### src/pkg/rcs_pkg.sv
// Constants and state type for the reset-cause status block.
package rcs_pkg;

  // Register byte offsets on the AHB-Lite slave.
  localparam logic [4:0] RCS_OFF_CAUSE = 5'h00;
  localparam logic [4:0] RCS_OFF_CTRL = 5'h04;
  localparam logic [4:0] RCS_OFF_DBGRST = 5'h08;
  localparam logic [4:0] RCS_OFF_IRQSTAT = 5'h0C;
  localparam logic [4:0] RCS_OFF_IRQMASK = 5'h10;

  // Reset-cause flag positions.
  localparam int RCS_BIT_POWER_ON = 7;
  localparam int RCS_BIT_PIN = 6;
  localparam int RCS_BIT_WATCHDOG = 5;
  localparam int RCS_BIT_ILLEGAL_OPCODE = 4;
  localparam int RCS_BIT_ILLEGAL_ADDRESS = 3;
  localparam int RCS_BIT_LOW_VOLTAGE = 1;

  // Control register field positions.
  localparam int RCS_CTRL_WDSEL_LSB = 0;
  localparam int RCS_CTRL_LOW_POWER_ALLOW = 2;
  localparam int RCS_CTRL_BG_DEBUG_ALLOW = 3;
  localparam int RCS_DBGRST_BIT = 0;

  // Interrupt event positions.
  localparam int RCS_IRQ_SERVICED = 0;
  localparam int RCS_IRQ_HALFWAY = 1;

  // Reset values.
  localparam logic [7:0] RCS_CAUSE_POR_RST = 8'h82;
  localparam logic [1:0] RCS_WDSEL_RST = 2'h3;
  localparam logic RCS_LOW_POWER_ALLOW_RST = 1'b0;
  localparam logic RCS_BG_DEBUG_ALLOW_RST = 1'b0;

  // Watchdog service sequence values.
  localparam logic [7:0] RCS_SVC_FIRST = 8'h55;
  localparam logic [7:0] RCS_SVC_SECOND = 8'hAA;

  // Watchdog timeout lengths in clock cycles for select values 1, 2 and 3.
  localparam logic [12:0] RCS_WD_LIMIT_1 = 13'h0020;
  localparam logic [12:0] RCS_WD_LIMIT_2 = 13'h0100;
  localparam logic [12:0] RCS_WD_LIMIT_3 = 13'h1000;

  // Internal reset pulse length.
  localparam int RCS_CLK_PERIOD_NS = 100;
  localparam int RCS_RESET_HOLD_NS = 1000;
  localparam logic [4:0] RCS_RESET_HOLD_CYCLES =
    5'((RCS_RESET_HOLD_NS + RCS_CLK_PERIOD_NS - 1) / RCS_CLK_PERIOD_NS);

  typedef struct packed {
    logic pinSyncA;
    logic pinSyncB;
    logic lvSyncA;
    logic lvSyncB;
    logic [7:0] flags;
    logic [1:0] wdSel;
    logic lowPowerAllow;
    logic bgDebugAllow;
    logic svcArmed;
    logic [12:0] wdCount;
    logic inReset;
    logic [4:0] holdCount;
    logic [1:0] irqStatus;
    logic [1:0] irqMask;
    logic irq;
    logic wrPend;
    logic [4:0] wrAddr;
    logic [31:0] rdata;
    logic ready;
  } rcs_state_t;

endpackage : rcs_pkg

### src/hdl/rcs_reset_cause_status.sv
// Reset-cause status register, watchdog service port and internal reset sequencer.
//
// The register addresses and the AHB-Lite register port were chosen for this implementation.
`timescale 1ns/100ps
module rcs_reset_cause_status
  import rcs_pkg::*;
(
  input wire logic clk_sys,
  input wire logic reset,
  input wire logic hsel,
  input wire logic [31:0] haddr,
  input wire logic [1:0] htrans,
  input wire logic hwrite,
  input wire logic [2:0] hsize,
  input wire logic [31:0] hwdata,
  input wire logic hready,
  output logic hreadyout,
  output logic hresp,
  output logic [31:0] hrdata,
  input wire logic resetPinN,
  input wire logic lowVoltage,
  input wire logic illegalOpcode,
  input wire logic stopExec,
  input wire logic bgEntryExec,
  input wire logic illegalAddress,
  output logic chipResetOut,
  output logic [7:0] resetCause,
  output logic irq
);

  rcs_state_t s_q;
  rcs_state_t s_d;

  logic busTake;
  logic mapped;
  logic wdEnabled;
  logic [12:0] wdLimit;
  logic pinActive;
  logic lvActive;
  logic dbgEvt;
  logic wdogEvt;
  logic illegalEvt;
  logic anyEvt;
  logic [1:0] irqSet;
  logic [1:0] irqClr;
  logic [7:0] wrByte;

  always_comb begin
    unique case (s_q.wdSel)
      2'h1: wdLimit = RCS_WD_LIMIT_1;
      2'h2: wdLimit = RCS_WD_LIMIT_2;
      2'h3: wdLimit = RCS_WD_LIMIT_3;
      default: wdLimit = RCS_WD_LIMIT_3;
    endcase
  end

  assign busTake = hsel & htrans[1] & hready;
  assign wrByte = hwdata[7:0];

  always_comb begin
    s_d = s_q;
    irqSet = 2'h0;
    irqClr = 2'h0;
    dbgEvt = 1'b0;
    wdogEvt = 1'b0;

    // Two-stage synchronisers for the reset pin and the low-voltage detector.
    s_d.pinSyncA = resetPinN;
    s_d.pinSyncB = s_q.pinSyncA;
    s_d.lvSyncA = lowVoltage;
    s_d.lvSyncB = s_q.lvSyncA;
    pinActive = ~s_q.pinSyncB;
    lvActive = s_q.lvSyncB;

    wdEnabled = (s_q.wdSel != 2'h0) & ~s_q.inReset;

    // Watchdog counter and its halfway warning.
    if (wdEnabled) begin
      s_d.wdCount = s_q.wdCount + 13'h0001;
      if (s_q.wdCount == wdLimit - 13'h0001) begin
        wdogEvt = 1'b1;
      end
      if (s_q.wdCount == (wdLimit >> 1) - 13'h0001) begin
        irqSet[RCS_IRQ_HALFWAY] = 1'b1;
      end
    end else begin
      s_d.wdCount = 13'h0000;
    end

    // Data phase of a write taken in the previous cycle.
    if (s_q.wrPend) begin
      unique case (s_q.wrAddr)
        RCS_OFF_CAUSE: begin
          if (wdEnabled) begin
            if (wrByte == RCS_SVC_FIRST) begin
              s_d.svcArmed = 1'b1;
            end else if (wrByte == RCS_SVC_SECOND) begin
              if (s_q.svcArmed) begin
                s_d.wdCount = 13'h0000;
                irqSet[RCS_IRQ_SERVICED] = 1'b1;
              end
              s_d.svcArmed = 1'b0;
            end else begin
              wdogEvt = 1'b1;
            end
          end
        end
        RCS_OFF_CTRL: begin
          s_d.wdSel = hwdata[RCS_CTRL_WDSEL_LSB +: 2];
          s_d.lowPowerAllow = hwdata[RCS_CTRL_LOW_POWER_ALLOW];
          s_d.bgDebugAllow = hwdata[RCS_CTRL_BG_DEBUG_ALLOW];
        end
        RCS_OFF_DBGRST: begin
          dbgEvt = hwdata[RCS_DBGRST_BIT] & ~s_q.inReset;
        end
        RCS_OFF_IRQSTAT: begin
          irqClr = hwdata[1:0];
        end
        RCS_OFF_IRQMASK: begin
          s_d.irqMask = hwdata[1:0];
        end
        default: begin
        end
      endcase
    end

    illegalEvt = illegalOpcode
      | (stopExec & ~s_q.lowPowerAllow)
      | (bgEntryExec & ~s_q.bgDebugAllow);
    anyEvt = pinActive | lvActive | dbgEvt | wdogEvt | illegalEvt | illegalAddress;

    // Reset entry captures the cause; during the hold only the pin and low-voltage sources act, and they restart it.
    if (s_q.inReset) begin
      if (pinActive | lvActive) begin
        s_d.holdCount = RCS_RESET_HOLD_CYCLES;
      end else if (s_q.holdCount == 5'h00) begin
        s_d.inReset = 1'b0;
      end else begin
        s_d.holdCount = s_q.holdCount - 5'h01;
      end
    end else if (anyEvt) begin
      s_d.inReset = 1'b1;
      s_d.holdCount = RCS_RESET_HOLD_CYCLES;
      s_d.wdCount = 13'h0000;
      s_d.svcArmed = 1'b0;
      s_d.wdSel = RCS_WDSEL_RST;
      s_d.lowPowerAllow = RCS_LOW_POWER_ALLOW_RST;
      s_d.bgDebugAllow = RCS_BG_DEBUG_ALLOW_RST;
      s_d.flags = 8'h00;
      if (lvActive) begin
        s_d.flags[RCS_BIT_POWER_ON] = s_q.flags[RCS_BIT_POWER_ON];
        s_d.flags[RCS_BIT_LOW_VOLTAGE] = 1'b1;
      end else if (!dbgEvt) begin
        s_d.flags[RCS_BIT_PIN] = pinActive;
        s_d.flags[RCS_BIT_WATCHDOG] = wdogEvt;
        s_d.flags[RCS_BIT_ILLEGAL_OPCODE] = illegalEvt;
        s_d.flags[RCS_BIT_ILLEGAL_ADDRESS] = illegalAddress;
      end
    end

    // Sticky events: a set in the same cycle as a clear wins.
    s_d.irqStatus = (s_q.irqStatus & ~irqClr) | irqSet;
    s_d.irq = |(s_d.irqStatus & s_d.irqMask);

    // Address phase: zero-wait slave, read data taken from the updated state.
    mapped = (haddr[31:5] == 27'h0000000) && (haddr[1:0] == 2'h0) && (haddr[4:2] <= 3'h4);
    s_d.wrPend = busTake & hwrite & mapped;
    s_d.wrAddr = haddr[4:0];
    s_d.ready = 1'b1;
    if (busTake & ~hwrite) begin
      s_d.rdata = 32'h00000000;
      if (mapped) begin
        unique case (haddr[4:0])
          RCS_OFF_CAUSE: s_d.rdata[7:0] = s_d.flags;
          RCS_OFF_CTRL: begin
            s_d.rdata[RCS_CTRL_WDSEL_LSB +: 2] = s_d.wdSel;
            s_d.rdata[RCS_CTRL_LOW_POWER_ALLOW] = s_d.lowPowerAllow;
            s_d.rdata[RCS_CTRL_BG_DEBUG_ALLOW] = s_d.bgDebugAllow;
          end
          RCS_OFF_IRQSTAT: s_d.rdata[1:0] = s_d.irqStatus;
          RCS_OFF_IRQMASK: s_d.rdata[1:0] = s_d.irqMask;
          default: s_d.rdata = 32'h00000000;
        endcase
      end
    end
  end

  always_ff @(posedge clk_sys) begin
    if (reset) begin
      s_q <= '0;
      s_q.pinSyncA <= 1'b1;
      s_q.pinSyncB <= 1'b1;
      s_q.flags <= RCS_CAUSE_POR_RST;
      s_q.wdSel <= RCS_WDSEL_RST;
      s_q.lowPowerAllow <= RCS_LOW_POWER_ALLOW_RST;
      s_q.bgDebugAllow <= RCS_BG_DEBUG_ALLOW_RST;
      s_q.inReset <= 1'b1;
      s_q.holdCount <= RCS_RESET_HOLD_CYCLES;
      s_q.ready <= 1'b1;
    end else begin
      s_q <= s_d;
    end
  end

  assign hreadyout = s_q.ready;
  assign hresp = 1'b0;
  assign hrdata = s_q.rdata;
  assign chipResetOut = s_q.inReset;
  assign resetCause = s_q.flags;
  assign irq = s_q.irq;

endmodule : rcs_reset_cause_status

### config.mk
export PLATFORM = sky130hd
export DESIGN_NAME = rcs_reset_cause_status
export DESIGN_NICKNAME = d
export VERILOG_FILES = /design/src/pkg/rcs_pkg.sv /design/src/hdl/rcs_reset_cause_status.sv
export SDC_FILE = /design/constraint.sdc
export NUM_CORES = 1
export LEC_CHECK = 0
export ABC_AREA = 1
export BUFFER_PORTS_ARGS = -buffer_cell sky130_fd_sc_hd__buf_2
export CORE_MARGIN = 4
export CORE_UTILIZATION = 25
export CTS_CLUSTER_DIAMETER = 120
export CTS_CLUSTER_SIZE = 14
export DETAILED_ROUTE_END_ITERATION = 16
export GPL_ROUTABILITY_DRIVEN = 0
export SLEW_MARGIN = 0
export SYNTH_ARGS = -nofsm -noshare
export SYNTH_HDL_FRONTEND = slang
export SYNTH_SLANG_ARGS = --single-unit
### constraint.sdc
create_clock -name clk_sys -period 3.4 [get_ports clk_sys]
set_clock_uncertainty 0.15 [all_clocks]
set_input_delay 0 -clock clk_sys [delete_from_list [all_inputs] [get_ports clk_sys]]
set_output_delay 0 -clock clk_sys [all_outputs]
set_load 0.02 [all_outputs]
==> flow_metrics.tcl, run 1 <==
set metrics [dict create \
    outcome "complete, no violations" \
    synth_top_cell_area_share_pct 35.5 \
    root_buffer "clkbuf_16" \
    r2r-start "s_q[66]" \
    yosysTopAreaCell "dfxtp_1" \
    cp-end-kind "flip-flop" \
    grt_usage_pct 10.0 \
    dieArea_um2 14300 \
    tightest_slew_ns 0.657 \
    drv_slew 0 \
    synth_cells 442 \
    pwr-share-comb_pct 11.9 \
    hold_start "hwdata[6]" \
    grt_first_pass_wirelength_um 12000 \
    antenna_found_initial 0 \
    setup_viol 0 \
    synth_most_common_cell "nand2_1" \
    swShare_pct 24.4 \
    synth_area_leaders "dfxtp_1 (35%), buf_4 (10%), nand2_1 (10%)" \
    critical-path-max-stage-delay_ns 0.41 \
    areaGrowthSynthToFinish_pct 23.5 \
    path_max_fanout 12 \
    vias_per_cell 4.21 \
    top_layer "met4" \
    cpMostUsedCell "nand2_1" \
    worstPathArrival_ns 2.85 \
    post-dp-hpwl_um 5810 \
    drive_gt1_share_pct 20.0 \
    cp.required_ns 3.41 \
    die_h_um 119 \
    wl_met2_um 3580 \
    synth-seq-cells 55 \
    leakage_uw 0.00175 \
    crit_chain "inv_1, ha_1, inv_2, ha_1, inv_1, nand2_1, nand2_1, nand2_1, nor2_1, nand3_1, nand2_2, nand2_4, nand2_4, nand2_4, nand2_2, inv_1, nand2_1, o32ai_1" \
    vias 2894 \
    routed_wl_um 7330 \
    fin_cells 688 \
    post_synth.cell_area_avg_um2 7.02 \
    drc 0 \
    async_reset_ff_share_pct 0 \
    core.rowCount 40 \
    fmax_ghz 0.351 \
    avgRoutedWirePerCell_um 10.6 \
    peakVddDrop_uv 223 \
    synth_edf_count 0 \
    worstHoldPathType "in -> reg" \
    p_clk_share_pct 42.0 \
    firstDrtPassIters 4 \
    start_kind "flip-flop" \
    start_util_pct 25.7 \
    grt_overflow 0 \
    portBuffers 69 \
    cts_buffers 5 \
    yosysSeqAreaShare_pct 35.5 \
    fin_crit_sh_pct 83.8 \
    wl_met1_um 3220 \
    cts_resized 0 \
    cts_max_path_buffers 2 \
    dp.cells 654 \
    cts.sinks 55 \
    ys.warnings.count 0 \
    finalSetupTns_ns 0 \
    worstRegToRegCells 18 \
    cts.clk_slew.worst_paths_ns 0.07 \
    synth_top_cells_by_count "nand2_1 (83), nor2_1 (67), dfxtp_1 (55), inv_1 (55), buf_4 (43)" \
    syn_area_um2 3100 \
    finalCriticalPeriod_ns 2.85 \
    p_seq_share_pct 46.1 \
    synthFlopType "dfxtp_1" \
    ys_types 42 \
    reg2reg_to "s_q[46]" \
    wl_met3_um 438 \
    relSlewSlack_pct 55.8 \
    power.switching_uw 355 \
    hold_violations 0 \
    post_cts_buffers 0 \
    hold_end "s_q[63]" \
    cp_slowest_cell "ha_1" \
    die_width_um 119 \
    hold_depth 5 \
    io_pins 124 \
    power.density_nw_per_um2 379 \
    ctsHoldBuffers 26 \
    internal_power_uw 1100 \
    num_antenna_cells 0 \
    clkLatencyLatePin_ns 0.29 \
    postRouteAntennaNets 0 \
    worstSetupPathType "reg -> reg" \
    maxCapViolCount 0 \
    grt_pass1_vias 2667 \
    nets 604 \
    tritoncts "done" \
    grt_max_degree 22 \
    initialDrtViolationCount 145 \
    h-tree-depth 2 \
    grt_setup_unrepaired "no" \
    rrSetupSlack_ns 0.55 \
    core_um2 12100 \
]
[logic make-up after synthesis]
family | after synthesis | synth area share (%)
AO/OA/AOI/OAI | 43 | 8.95
buffers and inverters | 111 | 18.9
flip-flops | 55 | 35.5
XOR/XNOR | 7 | 1.98
AND/OR/NAND/NOR | 219 | 32.4
other | 2 | 0.242
adder cells (fa/ha/maj) | 5 | 2.02
[worst max-delay path, delay by kind of cell, from the launching register on]
| family | cells | cell delay (ns) |
|---|---|---|
| flip-flops | 1 | 0.34 |
| AND/OR/NAND/NOR | 11 | 1.04 |
| adder cells (fa/ha/maj) | 2 | 0.72 |
| AO/OA/AOI/OAI | 1 | 0.08 |
| buffers and inverters | 4 | 0.37 |
[metrics by stage]
step | power, uW | setup WS (ns) | hold WS, ns | utilization, % | cell area (um2)
2_1_floorplan | 808 | 1.01 | -0.0462 | - | 3190
3_3_place_gp | 831 | 0.597 | 0.0352 | 28.1 | 3390
3_5_place_dp | 836 | 0.594 | 0.0407 | 28.1 | 3390
4_1_cts | 1460 | 0.556 | 0.0124 | 31.8 | 3830
5_1_grt | 1510 | 0.334 | 0.0492 | 31.8 | 3830
6_report | 1450 | 0.552 | 0.0103 | 31.8 | 3830
[worst max path at each step]
stage / startpoint / endpoint / slack [ns] / cells past startpoint
after global placement: s_q[66] / s_q[46] / 0.60 / 18
after CTS: s_q[66] / s_q[46] / 0.56 / 18
final: s_q[66] / s_q[46] / 0.55 / 18
after detailed placement: s_q[66] / s_q[46] / 0.59 / 18
after global routing: s_q[66] / s_q[46] / 0.33 / 18
after floorplan: s_q[66] / hrdata[5] / 1.01 / 19
[registers in the layout (all words and copies together), names as in the netlist]
register      cells
chipResetOut      1
irq               1
s_d               2
resetCause        8
s_q              34
lvActive          1
hrdata            8
[layout make-up]
| class | instances | area (um2) |
|---|---|---|
| Fill cell | 1272 | 8230 |
| Multi-Input combinational cell | 300 | 1510 |
| Sequential cell | 55 | 1100 |
| Timing Repair Buffer | 95 | 606 |
| Inverter | 62 | 233 |
| Tap cell | 168 | 210 |
| Clock buffer | 6 | 139 |
| Clock inverter | 2 | 38.8 |
[metal layers]
metal	up-vias	global-route usage, %
met5	-	0
met4	0	2.72
met3	7	1.99
met2	93	18.3
met1	1301	11.9
li1	1493	-
[cell usage in the layout, fill, tap and decap left out, types with 2 or more instances in the layout]
cell | synthesis | routed
a211oi_1 | 2 | 2
a21oi_1 | 9 | 9
a21oi_2 | 2 | 2
a22oi_1 | 2 | 2
a31oi_1 | 3 | 3
buf_2 | 1 | 69
clkbuf_16 | 0 | 5
conb_1 | 2 | 26
dfxtp_1 | 55 | 55
dlygate4sd3_1 | 0 | 26
ha_1 | 5 | 5
inv_1 | 55 | 55
inv_2 | 6 | 6
nand2_1 | 83 | 83
nand2_2 | 4 | 4
nand2_4 | 3 | 3
nand3_1 | 25 | 25
nand3_2 | 2 | 2
nand4_1 | 8 | 8
nor2_1 | 67 | 67
nor2_2 | 5 | 5
nor3_1 | 11 | 11
nor3b_1 | 2 | 2
nor4_1 | 4 | 4
nor4_4 | 2 | 2
o211ai_1 | 2 | 2
o21ai_0 | 7 | 7
o21ai_1 | 4 | 4
o221ai_1 | 2 | 2
o22ai_1 | 3 | 3
o31ai_1 | 3 | 3
or2_2 | 2 | 2
xnor2_1 | 4 | 4
xor2_1 | 3 | 3
[power groups by stage]
stage          Clock (uW)  Sequential (uW)  Combinational (uW)
6_report              611              670                 173
3_5_place_dp            0              685                 151
5_1_grt               647              672                 192
3_3_place_gp            0              685                 146
2_1_floorplan           0              683                 125
4_1_cts               617              670                 172
(Power assumes the default switching activity.)
==> inputs of run 2 (changes only) <==
==> constraint.sdc (replaced) <==
create_clock -name clk_sys -period 2.9 [get_ports clk_sys]
set_clock_uncertainty 0.15 [all_clocks]
set_input_delay 0 -clock clk_sys [delete_from_list [all_inputs] [get_ports clk_sys]]
set_output_delay 0 -clock clk_sys [all_outputs]
set_load 0.02 [all_outputs]
==> run 2 against run 1 <==
  * Non-clock buffer count stayed put
  * Clock power shrank 0.8%
  * Cell count unchanged
  * Critical endpoint unchanged
  * Critical path type unchanged
==> flow_metrics.tcl, run 2 (synthesis results as in run 1) <==
set metrics [dict create \
    outcome "complete, no violations" \
    die_width_um 119 \
    areaGrowthSynthToFinish_pct 22.9 \
    whs_ns 0.0189 \
    start_util_pct 25.7 \
    finalSetupTns_ns 0 \
    nets 604 \
    core_um2 12100 \
    worstHoldPathType "in -> reg" \
    hold_violations 0 \
    wl_met1_um 3160 \
    layout_commonest_cell "nand2_1" \
    wl_met3_um 490 \
    tritoncts "done" \
    vias_per_cell 4.19 \
    power.density_nw_per_um2 417 \
    cts.clk_slew.worst_paths_ns 0.07 \
    final_core_util_pct 31.6 \
    finalInstanceArea_um2 3810 \
    path_max_fanout 12 \
    initialDrtViolationCount 146 \
    leakage_uw 0.00173 \
    post-dp-hpwl_um 5670 \
    grt_overflow 0 \
    cp.required_ns 2.91 \
    drc 0 \
    grt_max_degree 22 \
    avgRoutedWirePerCell_um 10.5 \
    io_pins 124 \
    vias 2885 \
    cts_buffers 5 \
    start_kind "flip-flop" \
    firstDrtPassIters 4 \
    largest-register "s_q" \
    placed_area_um2 3410 \
    top_layer "met4" \
    core.rowCount 40 \
    portBuffers 69 \
    fin_crit_sh_pct 89.2 \
    p_total_uw 1590 \
    cts_max_path_buffers 2 \
    grt_usage_pct 10.2 \
    finalCriticalPeriod_ns 2.59 \
    routed_wl_um 7230 \
    final_cell_mix "nand2_1 (83), buf_2 (69), nor2_1 (67)" \
    grt_pass1_vias 2829 \
    largest_reg_flops 34 \
    setup_viol 0 \
    h-tree-depth 2 \
    num_antenna_cells 0 \
    wl_met2_um 3510 \
    worstSetupPathType "reg -> reg" \
    grt_setup_unrepaired "no" \
    maxCapViolCount 0 \
    drv_slew 0 \
    peakVddDrop_uv 228 \
    root_buffer "clkbuf_16" \
    antenna_found_initial 0 \
    grt_first_pass_wirelength_um 12400 \
    relSlewSlack_pct 61.3 \
    fmax_ghz 0.387 \
    cp-end-kind "flip-flop" \
    fillers 1279 \
    tightest_slew_ns 0.576 \
    die_h_um 119 \
    clkLatencyLatePin_ns 0.29 \
    drive_gt1_share_pct 20.4 \
    cts.sinks 55 \
    worstPathArrival_ns 2.59 \
    dieArea_um2 14300 \
    postRouteAntennaNets 0 \
]
[run 2: changes by cell type in the layout (fill, tap and decap cells not counted), sizes merged]
| cell | previous run | this run |
|---|---|---|
| buf | 69 | 71 |
| bufinv | 1 | 0 |
| clkbuf | 6 | 7 |
| clkinv | 1 | 2 |
| dlygate4sd3 | 26 | 24 |
| inv | 62 | 61 |
[run 2: through the flow]
step                instances  worst slack, ns
detailed placement        656            0.214
floorplan                 466            0.514
CTS                       688            0.183
global placement          656            0.240
global route              688           0.0762
finish                    688            0.313
[run 2: repair_timing]
item	CTS	global route
hold buffers	24	0
hold endpoints to repair	25	0
setup endpoints to repair	0	7
gates resized for setup	0	2
setup buffers	0	0
[run 2: layout make-up]
cell class | count | area, um2 | share of cell area (%)
Tap cell | 168 | 210 | 5.51
Clock buffer | 7 | 143 | 3.74
Sequential cell | 55 | 1100 | 28.9
Multi-Input combinational cell | 300 | 1520 | 39.8
Timing Repair Buffer | 95 | 601 | 15.7
Clock inverter | 1 | 8.76 | 0.230
Inverter | 62 | 233 | 6.10
[run 2: path summary, 6_finish.rpt]
kind / from / to / slack [ns] / depth (start not counted)
worst max-delay path: s_q[66] / s_q[46] / 0.31 / 18
worst min-delay path: hwdata[6] / s_q[63] / 0.02 / 5
worst max register to register: s_q[66] / s_q[46] / 0.31 / 18
worst min register to register: s_d[76] / lvActive / 0.25 / 2
[run 2: critical path, cell delays in order (launching register included)]
cell and delay [ns]:
dfxtp_1 0.33, inv_1 0.09, ha_4 0.31, inv_2 0.06, ha_1 0.31, inv_1 0.08, nand2_1 0.05, nand2_1 0.06
nand2_1 0.04, nor2_1 0.09, nand3_1 0.09, nand2_2 0.09, nand2_4 0.07, nand2_4 0.09, nand2_4 0.11, nand2_2 0.16
inv_1 0.09, nand2_1 0.10, o32ai_1 0.08
[run 2: routing by layer]
layer / global-route usage [%] / vias to the layer above
met5: 0 / -
met4: 2.65 / 0
met3: 1.90 / 9
met2: 18.8 / 86
met1: 12.2 / 1297
li1: - / 1493
[run 2: power breakdown]
group	internal [uW]	switching, uW	leakage (uW)
combinational	79.9	120	0.00121
clock	346	260	0.0000741
sequential	773	12.2	0.000446
